==> config.mk <==
export PLATFORM = sky130hd
export DESIGN_NAME = freq_mon
export DESIGN_NICKNAME = d
export VERILOG_FILES = /design/src/rtl/freq_mon_pkg.sv /design/src/rtl/edge_sampler.sv /design/src/rtl/freq_mon.sv
export SDC_FILE = /design/constraint.sdc
export NUM_CORES = 1
export LEC_CHECK = 0
export BUFFER_PORTS_ARGS = -buffer_cell sky130_fd_sc_hd__buf_2
export CAP_MARGIN = 20
export CELL_PAD_IN_SITES_DETAIL_PLACEMENT = 1
export CELL_PAD_IN_SITES_GLOBAL_PLACEMENT = 1
export CORE_MARGIN = 2
export CORE_UTILIZATION = 43
export DETAILED_ROUTE_END_ITERATION = 7
export HOLD_SLACK_MARGIN = 0.1
export PLACE_DENSITY = 0.8
export SLEW_MARGIN = 15
export SYNTH_ARGS = -nofsm -noshare
export SYNTH_HDL_FRONTEND = slang
export SYNTH_SLANG_ARGS = --single-unit
==> constraint.sdc <==
create_clock -name clk -period 2.3 [get_ports clk]
set_input_delay 0.345 -clock clk [delete_from_list [all_inputs] [get_ports clk]]
set_output_delay 0.345 -clock clk [all_outputs]
set_load 0.1 [all_outputs]
==> src/rtl/freq_mon_pkg.sv <==
// package: register map, field layout and codes of the clock accuracy monitor
// assumes: used by the monitor top only; the edge sampler does not import it
package freq_mon_pkg;
  // ==========================================
  // register offsets (byte addresses)
  localparam logic [3:0] OFS_CONTROL_ONE = 4'h0;
  localparam logic [3:0] OFS_CONTROL_TWO = 4'h4;
  localparam logic [3:0] OFS_CONTROL_THREE = 4'h8;
  localparam logic [3:0] OFS_STATUS = 4'hC;
  localparam logic [7:0] OFS_LIMIT_LOW = 8'h10;
  localparam logic [7:0] OFS_LIMIT_HIGH = 8'h14;
  localparam logic [7:0] OFS_RESULT = 8'h18;
  localparam logic [7:0] OFS_INT_MASK = 8'h1C;
  // ==========================================
  // field positions
  localparam int POS_ENABLE = 0;
  localparam int POS_SEL_LSB = 1;
  localparam int POS_SEL_MSB = 3;
  localparam int POS_REF_EXT = 0;
  localparam int POS_FILTER = 4;
  localparam int POS_STOP = 0;
  localparam int POS_WINDOW_LSB = 1;
  localparam int POS_WINDOW_MSB = 3;
  // status bits
  localparam int ST_DONE = 0;
  localparam int ST_FERR = 1;
  localparam int ST_OVF = 2;
  // ==========================================
  // reset values
  localparam logic [7:0] RST_CONTROL = 8'h00;
  localparam logic [7:0] RST_CONTROL_THREE = 8'h01;
  localparam logic [15:0] RST_LIMIT_LOW = 16'h0000;
  localparam logic [15:0] RST_LIMIT_HIGH = 16'hFFFF;
  localparam logic [2:0] RST_INT_MASK = 3'h0;
  // ==========================================
  // clock source codes
  typedef enum logic [2:0] {
    SRC_MAIN = 3'h0,
    SRC_SUB = 3'h1,
    SRC_HIGH_SPEED = 3'h2,
    SRC_LOW_SPEED = 3'h3,
    SRC_WATCHDOG = 3'h4,
    SRC_PERIPH_B = 3'h5
  } clk_src_e;
  localparam int NUM_SRC = 6;
  // filter needs this many equal samples
  localparam int FILTER_LEN = 3;
endpackage

==> src/rtl/edge_sampler.sv <==
// holds: three-stage synchroniser with rising edge detection
// assumes: source is asynchronous to clk
`timescale 1ns/1ps
module edge_sampler
(
  // clock and reset
  input wire logic clk,
  input wire logic arst_n,
  // async input and synchronised result
  input wire logic async_in,
  output logic level,
  output logic rise
);
  logic s1;
  logic s2;
  logic s3;
  logic held;
  // ==========================================
  // capture chain; change counts once s2 and s3 agree
  always_ff @(posedge clk or negedge arst_n)
  begin
    if (!arst_n)
    begin
      s1 <= 1'b0;
      s2 <= 1'b0;
      s3 <= 1'b0;
      held <= 1'b0;
    end
    else
    begin
      s1 <= async_in;
      s2 <= s1;
      s3 <= s2;
      if (s2 == s3)
        held <= s3;
    end
  end
  // rising edge of the agreed level
  assign rise = (s2 == s3) && s3 && !held;
  assign level = held;
endmodule

==> src/rtl/freq_mon.sv <==
// holds: clock frequency accuracy monitor with register port and interrupt
// assumes: all source clocks far slower than clk, sampled as plain inputs
// ==========================================
`timescale 1ns/1ps
module freq_mon
#(
  parameter int COUNT_W = 16
)
(
  // clock and reset
  input wire logic clk,
  input wire logic arst_n,
  // clocks to measure or use as reference
  input wire logic [freq_mon_pkg::NUM_SRC-1:0] source_clock,
  input wire logic external_reference_pin,
  // register port
  input wire logic [7:0] addr,
  input wire logic [15:0] wdata,
  input wire logic wr,
  input wire logic rd,
  output logic [15:0] rdata,
  // interrupt
  output logic irq
);
  import freq_mon_pkg::*;

  // refuse counter widths that the result register cannot hold
  if (COUNT_W < 4 || COUNT_W > 16)
  begin : g_bad_count_w
    $error("COUNT_W must lie in 4..16");
  end

  // ==========================================
  // registers
  logic [7:0] measure_control_one;
  logic [7:0] measure_control_two;
  logic [7:0] control_three;
  logic [15:0] limit_low;
  logic [15:0] limit_high;
  logic [15:0] result;
  logic [2:0] status;
  logic [2:0] int_mask;
  logic [COUNT_W-1:0] count;
  logic [2:0] ref_periods;
  logic [1:0] filt_cnt;
  logic ref_filt;
  logic ref_filt_d;
  logic meas_active;

  // ==========================================
  // synchronise every clock source
  logic [NUM_SRC-1:0] src_rise;
  logic ext_rise;
  logic ext_level;
  genvar g;
  generate
    for (g = 0; g < NUM_SRC; g++)
    begin : g_src
      edge_sampler u_smp (
        .clk(clk),
        .arst_n(arst_n),
        .async_in(source_clock[g]),
        .level(),
        .rise(src_rise[g])
      );
    end
  endgenerate
  edge_sampler u_ext (
    .clk(clk),
    .arst_n(arst_n),
    .async_in(external_reference_pin),
    .level(ext_level),
    .rise(ext_rise)
  );

  // ==========================================
  // decode and selection
  wire [2:0] target_clock_select = measure_control_one[POS_SEL_MSB:POS_SEL_LSB];
  wire [2:0] reference_clock_select = measure_control_two[POS_SEL_MSB:POS_SEL_LSB];
  wire meas_enable = measure_control_one[POS_ENABLE];
  wire ref_external = measure_control_two[POS_REF_EXT];
  wire filter_on = measure_control_two[POS_FILTER];
  wire module_stop = control_three[POS_STOP];
  wire [2:0] window_periods = control_three[POS_WINDOW_MSB:POS_WINDOW_LSB];
  wire running = meas_enable && !module_stop;
  // unlisted codes read as no edge at all
  wire tgt_legal = target_clock_select < 3'(NUM_SRC);
  wire ref_legal = reference_clock_select < 3'(NUM_SRC);
  wire tgt_edge = tgt_legal && src_rise[target_clock_select];
  wire int_edge = ref_legal && src_rise[reference_clock_select];
  // filtered external level, rising edge
  wire ext_edge = filter_on ? (ref_filt && !ref_filt_d) : ext_rise;
  wire ref_edge = ref_external ? ext_edge : int_edge;
  wire at_max = &count;
  wire window_end = ref_edge && meas_active && (ref_periods == window_periods);
  wire [15:0] count_ext = 16'(count);
  wire out_of_range = (count_ext < limit_low) || (count_ext > limit_high);
  wire ev_done = running && window_end;
  wire ev_ferr = ev_done && out_of_range;
  wire ev_ovf = running && meas_active && tgt_edge && at_max;
  wire [2:0] events = {ev_ovf, ev_ferr, ev_done};
  wire wr_ctl1 = wr && (addr == {4'h0, OFS_CONTROL_ONE});
  wire wr_ctl2 = wr && (addr == {4'h0, OFS_CONTROL_TWO});
  wire wr_ctl3 = wr && (addr == {4'h0, OFS_CONTROL_THREE});
  wire wr_stat = wr && (addr == {4'h0, OFS_STATUS});
  wire wr_lo = wr && (addr == OFS_LIMIT_LOW);
  wire wr_hi = wr && (addr == OFS_LIMIT_HIGH);
  wire wr_mask = wr && (addr == OFS_INT_MASK);

  // ==========================================
  // control registers
  always_ff @(posedge clk or negedge arst_n)
  begin
    if (!arst_n)
    begin
      measure_control_one <= RST_CONTROL;
      measure_control_two <= RST_CONTROL;
      control_three <= RST_CONTROL_THREE;
      limit_low <= RST_LIMIT_LOW;
      limit_high <= RST_LIMIT_HIGH;
      int_mask <= RST_INT_MASK;
    end
    else
    begin
      if (wr_ctl1)
        measure_control_one <= {4'h0, wdata[3:0]};
      if (wr_ctl2)
        measure_control_two <= {3'h0, wdata[4:0]};
      if (wr_ctl3)
        control_three <= {4'h0, wdata[3:0]};
      if (wr_lo)
        limit_low <= wdata;
      if (wr_hi)
        limit_high <= wdata;
      if (wr_mask)
        int_mask <= wdata[2:0];
    end
  end

  // ==========================================
  // sticky status, write one to clear, set wins
  always_ff @(posedge clk or negedge arst_n)
  begin
    if (!arst_n)
      status <= 3'h0;
    else
      status <= (status & ~(wr_stat ? wdata[2:0] : 3'h0)) | events;
  end
  assign irq = |(status & int_mask);

  // ==========================================
  // noise filter on external reference
  always_ff @(posedge clk or negedge arst_n)
  begin
    if (!arst_n)
    begin
      filt_cnt <= 2'h0;
      ref_filt <= 1'b0;
      ref_filt_d <= 1'b0;
    end
    else if (!module_stop)
    begin
      ref_filt_d <= ref_filt;
      if (ext_level == ref_filt)
        filt_cnt <= 2'h0;
      else if (filt_cnt == 2'(FILTER_LEN - 1))
      begin
        ref_filt <= ext_level;
        filt_cnt <= 2'h0;
      end
      else
        filt_cnt <= filt_cnt + 2'h1;
    end
  end

  // ==========================================
  // measurement: window opens on a reference edge, spans periods
  always_ff @(posedge clk or negedge arst_n)
  begin
    if (!arst_n)
    begin
      meas_active <= 1'b0;
      ref_periods <= 3'h0;
      count <= '0;
      result <= 16'h0000;
    end
    else if (!running)
    begin
      meas_active <= 1'b0;
      ref_periods <= 3'h0;
      count <= '0;
    end
    else if (ref_edge && !meas_active)
    begin
      meas_active <= 1'b1;
      ref_periods <= 3'h0;
      count <= '0;
    end
    else if (window_end)
    begin
      result <= count_ext;
      ref_periods <= 3'h0;
      count <= '0; // back-to-back windows
    end
    else
    begin
      if (ref_edge && meas_active)
        ref_periods <= ref_periods + 3'h1;
      if (tgt_edge && meas_active && !at_max)
        count <= count + COUNT_W'(1);
    end
  end

  // ==========================================
  // read data, one cycle after strobe
  logic [15:0] next_rdata;
  always_comb
  begin
    next_rdata = 16'h0000;
    unique case (addr)
      {4'h0, OFS_CONTROL_ONE}: next_rdata = {8'h00, measure_control_one};
      {4'h0, OFS_CONTROL_TWO}: next_rdata = {8'h00, measure_control_two};
      {4'h0, OFS_CONTROL_THREE}: next_rdata = {8'h00, control_three};
      {4'h0, OFS_STATUS}: next_rdata = {13'h0000, status};
      OFS_LIMIT_LOW: next_rdata = limit_low;
      OFS_LIMIT_HIGH: next_rdata = limit_high;
      OFS_RESULT: next_rdata = result;
      OFS_INT_MASK: next_rdata = {13'h0000, int_mask};
      default: next_rdata = 16'h0000;
    endcase
  end
  always_ff @(posedge clk or negedge arst_n)
  begin
    if (!arst_n)
      rdata <= 16'h0000;
    else
      rdata <= rd ? next_rdata : 16'h0000;
  end
endmodule

==> results.toml, run 1 <==
[detailed_routing]
wl_per_cell_um = 21.3
drtAntennaViolNets = 0
avgViaCountPerCell = 5.71
firstDrtPassIters = 5
drc = 0
vias = 5142
routed_wirelength_mm = 19.2
drt_iter0_drc = 262

[synth]
ys.flop_type = "dfrtp_1"
synth-async-reset-ratio = 1.00
netlist_area_um2 = 6670
ys_seq_area_frac = 0.510
synth-seq-cells = 135
synth_cells = 604
synth_area_per_cell_um2 = 11.0
synth_edf_count = 0
synth.distinct_cells = 52
synth_nets = 679
synth_warnings = 0

[clocking]
cts_made_buffers = 17
clkTransAtPathRegs_ps = 60
cts_sinks = 135
clockBufferDepth = 2
post-cts-setup-buffer-count = 0
cts_tree = "built"
htreeDepth = 4
worstSkewPairLatency_ps = 440
clock-root-buffer = "clkbuf_16"

[worst_setup_path]
path_cells = "ha_2, nand2b_4, mux4_2, o311ai_4, nand4_4, buf_12, mux2_4"
worst_setup_path_start_kind = "flip-flop"
cp.required_ps = 2620
critPathSlowestCell = "mux4_2"
arrival_ps = 2580
critPathMaxStageDelay_ps = 500
path_class = "flip-flop to flip-flop"
crit_path_max_fanout = 21
end_kind = "flip-flop"
startpoint = "g_src[5].u_smp.s2"
rrSetupSlack_ps = 30
reg2reg_from = "g_src[5].u_smp.s2"

[die]
die_w_um = 129
rows = 45
top_level_ports = 52
start_util = 0.439
dieArea_um2 = 16500
die_h_um = 129
design.core.area_um2 = 15200

[final_layout]
layout_commonest_cell = "dfrtp_1"
final_cell_mix = "dfrtp_1, nor2_1, nand2_1"
fin_area_um2 = 8090
n_antenna_cell = 0
nFillCells = 1627
fin_cells = 901
area_growth_pct = 21.2
layout-drive-gt1-share = 0.289
final_nets = 775
final_util = 0.532

[sta]
worst_slack_ps = 31.4
fin_tns_setup_ps = 0
max_slew_margin = 0.632
tightest_slew_ps = 552
hold_viol = 0
period_share = 0.986
finalSetupViolations = 0
fmax_ghz = 0.441
rsz0062_at_grt = "true"
fin_crit_ps = 2270
finalClockSkew_ps = 11.2
slew_viol_final = 0

[place]
place_area_um2 = 7380
dpl.hpwl_mm = 12.8
numPortBuffers = 51
place_ws_ps = -108
dp.cells = 860
gp_congestion = 0.821

[global_routing]
grt_usage = 0.245
grt_pass1_wl_mm = 30.5
grt_start_max_net_pins = 57
first_global_vias = 5831
grt-ovfl-total = 0
antenna_found_initial = 0

[power]
power.switching_mw = 1.48
swShare = 0.254
sequentialPowerShare = 0.450
power_leakage_nw = 3.84
combPwrFrac = 0.093
power_per_cell_area_nw_per_um2 = 719
pwr-share-clk = 0.457
p_int_mw = 4.34
ir_drop_uv = 565

[flow_run]
drv_cap = 0

[hold_path]
hp-start = "wdata[13]"
hold_path.class = "input port to flip-flop"

[outcome]
status = "finished clean"
-- repair_timing --
item	in CTS	in global routing
gates resized for setup	3	10
gates cloned	0	1
hold endpoints to repair	31	0
hold buffers	8	0
setup endpoints to repair	3	30
pin swaps	0	0
-- kinds of logic (layout without fill, tap and decap cells) --
family	count (synthesis)	in the layout	share of synthesized area
compound gates	93	93	0.0818
buf+inv	58	167	0.0366
flops	135	135	0.510
mux	72	72	0.133
xor+xnor	19	19	0.0249
simple gates	187	187	0.139
fa+ha+maj	40	40	0.0750
-- final timing paths --
check | endpoint | cells after the start
hold / removal | limit_high[13] | 3
min in group asynchronous | g_src[0].u_smp.s1 | 2
setup reg to reg | result[12] | 7
hold reg to reg | g_src[2].u_smp.s2 | 0
setup / recovery | result[12] | 7
max in group asynchronous | limit_high[15] | 3
-- Yosys cell counts, types with 8 or more instances --
cell       n  area share
dfrtp_1  118        0.44
mux2i_1   18       0.027
nand3_1   15       0.011
mux2_4    14       0.032
nor4_1     8      0.0075
xnor2_1   19       0.025
nand2_1   56       0.032
inv_1     39       0.022
nor2_1    58       0.033
dfstp_2   17       0.067
mux2_2    32       0.054
ha_1      40       0.075
o21ai_0   40       0.030
a21oi_1   32       0.024
-- metal layers --
| metal | GRT usage | part of all wire | vias to the layer above | wire [µm] |
|---|---|---|---|---|
| li1 | - | - | 2301 | - |
| met2 | 0.417 | 0.50 | 132 | 9650 |
| met1 | 0.298 | 0.42 | 2655 | 8130 |
| met3 | 0.0590 | 0.039 | 54 | 751 |
| met4 | 0.110 | 0.034 | 0 | 645 |
| met5 | 0 | 0 | - | 0 |
-- per-stage QoR --
step	power, mW	hold slack (ps)
floorplan	2.94	49.4
global placement	3.12	230
detailed placement	3.17	236
CTS	5.84	130
global route	6.00	146
finish	5.81	138
-- area by class of cell --
type / count / area, µm² / area share
timing repair buffer: 96 / 654 / 0.0809
clock buffer: 19 / 433 / 0.0535
tap: 188 / 235 / 0.0291
clock inverter: 13 / 133 / 0.0164
multi-input combinational: 411 / 3080 / 0.381
inverter: 39 / 146 / 0.0181
sequential: 135 / 3400 / 0.421
-- critical path, delay by kind of cell, from the launching register on --
kind | cells | cell delay, ps
and+or+nand+nor | 2 | 210
adders and majority gates | 1 | 200
buffers and inverters | 1 | 200
muxes | 2 | 820
DFF | 1 | 360
AOI/OAI and AO/OA | 1 | 340
-- power by group through the flow --
stage	logic, mW	registers (mW)	clock network, mW
3_5_place_dp	0.513	2.66	0
5_1_grt	0.588	2.63	2.78
3_3_place_gp	0.477	2.64	0
2_1_floorplan	0.311	2.62	0
6_report	0.539	2.62	2.65
4_1_cts	0.538	2.62	2.68
-- sequential cells by signal, summed over array words and instances (netlist names), 16 cells and up --
name        flops
count          16
limit_high     16
limit_low      16
rdata          16
result         16
(Power assumes the default switching activity.)
==> run 2: changes to the inputs <==
CORE_MARGIN = 5   (was 2)
==> run 2 against run 1 <==
  * Cell area increased by 0.54%
  * Sequential power is essentially flat
  * Combinational power down 2%
  * Final cell count fell by 0.55%
  * Global-route usage down 3.0 points
  * Maximum frequency is 0.25% lower
  * Utilization increased by 0.29 points
  * Routed wire length down 4.4%
  * Critical endpoint is now result[5]
==> results.toml, run 2 (synthesis results as in run 1) <==
[outcome]
status = "finished clean"

[power]
power_per_cell_area_nw_per_um2 = 752
ir_drop_uv = 524
power.switching_mw = 1.43
combPwrFrac = 0.086
swShare = 0.234
total_power_mw = 6.11
p_int_mw = 4.68
power_leakage_nw = 3.87
sequentialPowerShare = 0.428
pwr-share-clk = 0.486

[clocking]
clock-root-buffer = "clkbuf_16"
htreeDepth = 4
cts_tree = "built"
clockBufferDepth = 2
cts_sinks = 135
worstSkewPairLatency_ps = 430
clkTransAtPathRegs_ps = 60
post-cts-setup-buffer-count = 0
cts_made_buffers = 17

[worst_setup_path]
rrSetupSlack_ps = 30
reg2reg_from = "g_src[4].u_smp.s3"
crit_path_max_fanout = 21
critPathSlowestCell = "mux4_2"
critPathMaxStageDelay_ps = 520
cp.required_ps = 2600
crit_family = "multiplexers"
reg2reg_depth = 7
arrival_ps = 2580
end_kind = "flip-flop"
critPathBufInv = 1
path_cells = "ha_1, nand2b_1, mux4_2, o311ai_4, nand4_4, buf_12, mux2_4"
worst_setup_path_start_kind = "flip-flop"
reg2reg_to = "result[5]"
path_class = "flip-flop to flip-flop"

[sta]
tightest_slew_ps = 573
max_slew_margin = 0.618
slew_viol_final = 0
rsz0062_at_grt = "true"
period_share = 0.989
finalClockSkew_ps = 10.9
hold_viol = 0
fmax_ghz = 0.440
finalSetupViolations = 0
worst_slack_ps = 25.8
fin_crit_ps = 2270

[detailed_routing]
drc = 0
routed_wirelength_mm = 18.3
wl_per_cell_um = 20.5
firstDrtPassIters = 4
vias = 4926
drtAntennaViolNets = 0
avgViaCountPerCell = 5.50
drt_iter0_drc = 334

[global_routing]
first_global_vias = 5580
grt_pass1_wl_mm = 30.3
grt-ovfl-total = 0
antenna_found_initial = 0
grt_usage = 0.215
grt_start_max_net_pins = 54

[die]
top_level_ports = 52
design.core.area_um2 = 15200
rows = 45
start_util = 0.439
die_w_um = 135
die_h_um = 135
dieArea_um2 = 18100

[final_layout]
area_growth_pct = 21.9
fin_cells = 896
final_nets = 771
nFillCells = 1622
final_cell_mix = "dfrtp_1, nor2_1, nand2_1"
layout_commonest_cell = "dfrtp_1"
fin_area_um2 = 8130
layout-drive-gt1-share = 0.281
n_antenna_cell = 0

[place]
dpl.hpwl_mm = 12.7
place_ws_ps = -44.8
numPortBuffers = 51
place_area_um2 = 7360
gp_congestion = 0.885
dp.cells = 857

[hold_path]
hp-start = "wdata[12]"
hold_depth = 3
hold_path.class = "input port to flip-flop"
min_to = "limit_high[12]"

[flow_run]
drv_cap = 0
-- run 2: changes by cell type in the layout (fill, tap and decap cells not counted), sizes merged --
cell      previous run  this run
buf                 88        84
bufinv               2         4
clkbuf              19        21
clkinv               7         4
clkinvlp             4         1
inv                 39        40
-- run 2: cell type report --
class	instances	area (µm²)	share of cell area
Sequential cell	135	3400	0.418
Multi-Input combinational cell	411	3070	0.378
Timing Repair Buffer	92	627	0.0771
Clock buffer	21	480	0.0591
Tap cell	188	235	0.0289
Clock inverter	10	168	0.0206
Inverter	39	146	0.0180
-- run 2: what timing repair did --
action	4_1_cts	5_1_grt
hold endpoints to repair	56	0
endpoints found under the setup margin	2	21
gates resized for setup	2	6
hold buffers	8	0
-- run 2: worst reg2reg max path, stage by stage (launching register included) --
cell      delay [ps]
dfrtp_1          370
ha_1             160
nand2b_1          90
mux4_2           520
o311ai_4         330
nand4_4          150
buf_12           200
mux2_4           330
-- run 2: through the flow --
| step | TNS (ps) | utilization | hold slack (ps) |
|---|---|---|---|
| after detailed placement | -213 | 0.484 | 331 |
| after global routing | -162 | 0.535 | 138 |
| after CTS | 0 | 0.533 | 134 |
| after global placement | -1840 | 0.484 | 319 |
| after floorplan | 0 | - | 49.4 |
| final | 0 | 0.535 | 152 |
-- run 2: worst max path at each step --
stage          slack, ps       endpoint              start  depth (start not counted)
4_1_cts               20      count[11]  g_src[1].u_smp.s2                          8
3_5_place_dp         -40  limit_low[10]            addr[0]                          7
3_3_place_gp        -200       count[0]  g_src[2].u_smp.s3                          8
2_1_floorplan        120     result[10]  g_src[5].u_smp.s3                          7
5_1_grt              -20      result[5]  g_src[4].u_smp.s3                          7
6_report              30      result[5]  g_src[4].u_smp.s3                          7
-- run 2: power by group through the flow --
stage               clock network (mW)  registers [mW]  logic (mW)
global route                      3.13            2.63       0.585
CTS                               3.02            2.62       0.531
detailed placement                   0            2.65       0.509
global placement                     0            2.64       0.476
finish                            2.97            2.62       0.526
floorplan                            0            2.62       0.311
-- run 2: metal layers --
metal	global-route usage	vias up	wire length (µm)
li1	-	2282	-
met1	0.269	2503	7780
met2	0.370	113	9400
met3	0.0428	28	804
met4	0.0814	0	357
met5	0	-	0
==> run 3: changes to the inputs <==
REMOVE_ABC_BUFFERS = 1   (was unset)
==> run 3 against run 2 <==
  * Sequential power hardly changed
  * Sequential share of layout area increased by 0.49 points
  * Combinational power barely moved
  * Flip-flop and latch count unchanged
  * Utilization shrank 0.63 points
  * Die area is the same
  * Clock skew down 3.8 ps
  * Clock power decreased by 6%
  * Non-clock buffer count shrank 6
  * Final cell count shrank 0.56%
  * Largest cell class unchanged
  * Total power fell by 2.8%
  * Hold slack got worse by 25 ps
==> results.toml, run 3 (synthesis results as in run 1) <==
[sta]
fmax_ghz = 0.449
finalClockSkew_ps = 7.18
rsz0062_at_grt = "true"
period_share = 0.968
tightest_slew_ps = 616
slew_viol_final = 0
worst_slack_ps = 73.5
max_slew_margin = 0.590
finalSetupViolations = 0
fin_crit_ps = 2230
fin_tns_setup_ps = 0
hold_viol = 0

[final_layout]
nFillCells = 1666
fin_area_um2 = 8030
area_growth_pct = 20.4
final_cell_mix = "dfrtp_1, nor2_1, nand2_1"
final_nets = 765
n_antenna_cell = 0
regArea_um2 = 3400
fin_cells = 891
layout_commonest_cell = "dfrtp_1"
layout-drive-gt1-share = 0.270
multi_input_area_um2 = 3040

[die]
die_h_um = 135
dieArea_um2 = 18100
top_level_ports = 52
start_util = 0.439
rows = 45
design.core.area_um2 = 15200
die_w_um = 135

[hold_path]
hp-start = "wdata[10]"
hold_path.class = "input port to flip-flop"

[worst_setup_path]
end_kind = "flip-flop"
critPathSlowestCell = "mux4_2"
worst_setup_path_start_kind = "flip-flop"
arrival_ps = 2540
path_cells = "ha_1, nand2b_1, mux4_2, a2bb2oi_1, buf_4, nor4_1, xnor2_1, nor2_1"
critPathMaxStageDelay_ps = 470
reg2reg_from = "g_src[3].u_smp.s2"
cp.required_ps = 2610
crit_path_max_fanout = 17
path_class = "flip-flop to flip-flop"
startpoint = "g_src[3].u_smp.s2"
rrSetupSlack_ps = 70

[detailed_routing]
routed_wirelength_mm = 18.3
firstDrtPassIters = 4
drc = 0
drt_iter0_drc = 255
wl_per_cell_um = 20.5
vias = 4999
drtAntennaViolNets = 0
avgViaCountPerCell = 5.61

[power]
ir_drop_uv = 591
power_per_cell_area_nw_per_um2 = 740
power_leakage_nw = 3.82

[flow_run]
drv_cap = 0

[clocking]
cts_sinks = 135
clkTransAtPathRegs_ps = 60
post-cts-setup-buffer-count = 0
worstSkewPairLatency_ps = 430
clockBufferDepth = 2
cts_tree = "built"
clock-root-buffer = "clkbuf_16"
htreeDepth = 4
cts_made_buffers = 17

[place]
dpl.hpwl_mm = 12.9
numPortBuffers = 51
dp.cells = 851
place_ws_ps = 67.6
place_area_um2 = 7340
gp_congestion = 0.858

[global_routing]
first_global_vias = 5769
grt_start_max_net_pins = 63
grt_usage = 0.215
grt-ovfl-total = 0
antenna_found_initial = 0
grt_pass1_wl_mm = 30.1

[outcome]
status = "finished clean"
## run 3: cell types whose count changed in the layout (fill, tap and decap cells not counted), moves of 2 or more
cell        before  now
clkinvlp_4       1    4
clkbuf_8         4    0
buf_12           3    5
buf_4           30   22
nor4b_1          1    3
clkinv_2         1    3
## run 3: what timing repair did
action                     CTS  global route
hold endpoints to repair    65             0
setup endpoints to repair    0             5
hold buffers                 8             0
resized for setup            0             2
## run 3: path summary, 6_finish.rpt
check                               endpoint  cells after the start
max                                 count[8]                      8
min                           limit_high[10]                      3
max reg2reg                         count[8]                      8
min reg2reg                g_src[1].u_smp.s2                      0
max in group asynchronous     limit_high[11]                      3
min in group asynchronous     ref_periods[1]                      2
## run 3: report_power, final
part	internal (mW)	leakage, nW	total, mW	switching, mW
clock network	1.71	0.286	2.80	1.10
logic	0.229	1.80	0.524	0.295
registers	2.52	1.73	2.62	0.0988
total	4.45	3.82	5.94	1.49
## run 3: per-stage QoR
stage                      util  hold slack (ps)  total power [mW]
final                     0.528              127              5.94
after global routing      0.528              135              6.18
after CTS                 0.528              112              6.01
after detailed placement  0.483              336              3.16
after global placement    0.483              335              3.12
after floorplan               -             49.4              2.92
## run 3: worst max-delay path: cells and delay by family (launching register included)
kind	cells	cell delay, ps
flops	1	350
fa+ha+maj	1	170
simple gates	3	520
buf+inv	1	220
compound gates	1	180
mux	1	470
xor+xnor	1	180
## run 3: final cells by class
class,count,share of cell area
flip-flops and latches,135,0.423
repair buffers,86,0.0755
well taps,188,0.0293
multi-input cells,411,0.379
clock buffers,17,0.0530
clock inverters,15,0.0223
inverters,39,0.0182
## run 3: routing by layer
metal | share of wire | track usage | vias up
li1 | - | - | 2269
met4 | 0.029 | 0.0990 | 0
met3 | 0.037 | 0.0473 | 43
met5 | 0 | 0 | -
met1 | 0.41 | 0.251 | 2577
met2 | 0.52 | 0.377 | 110
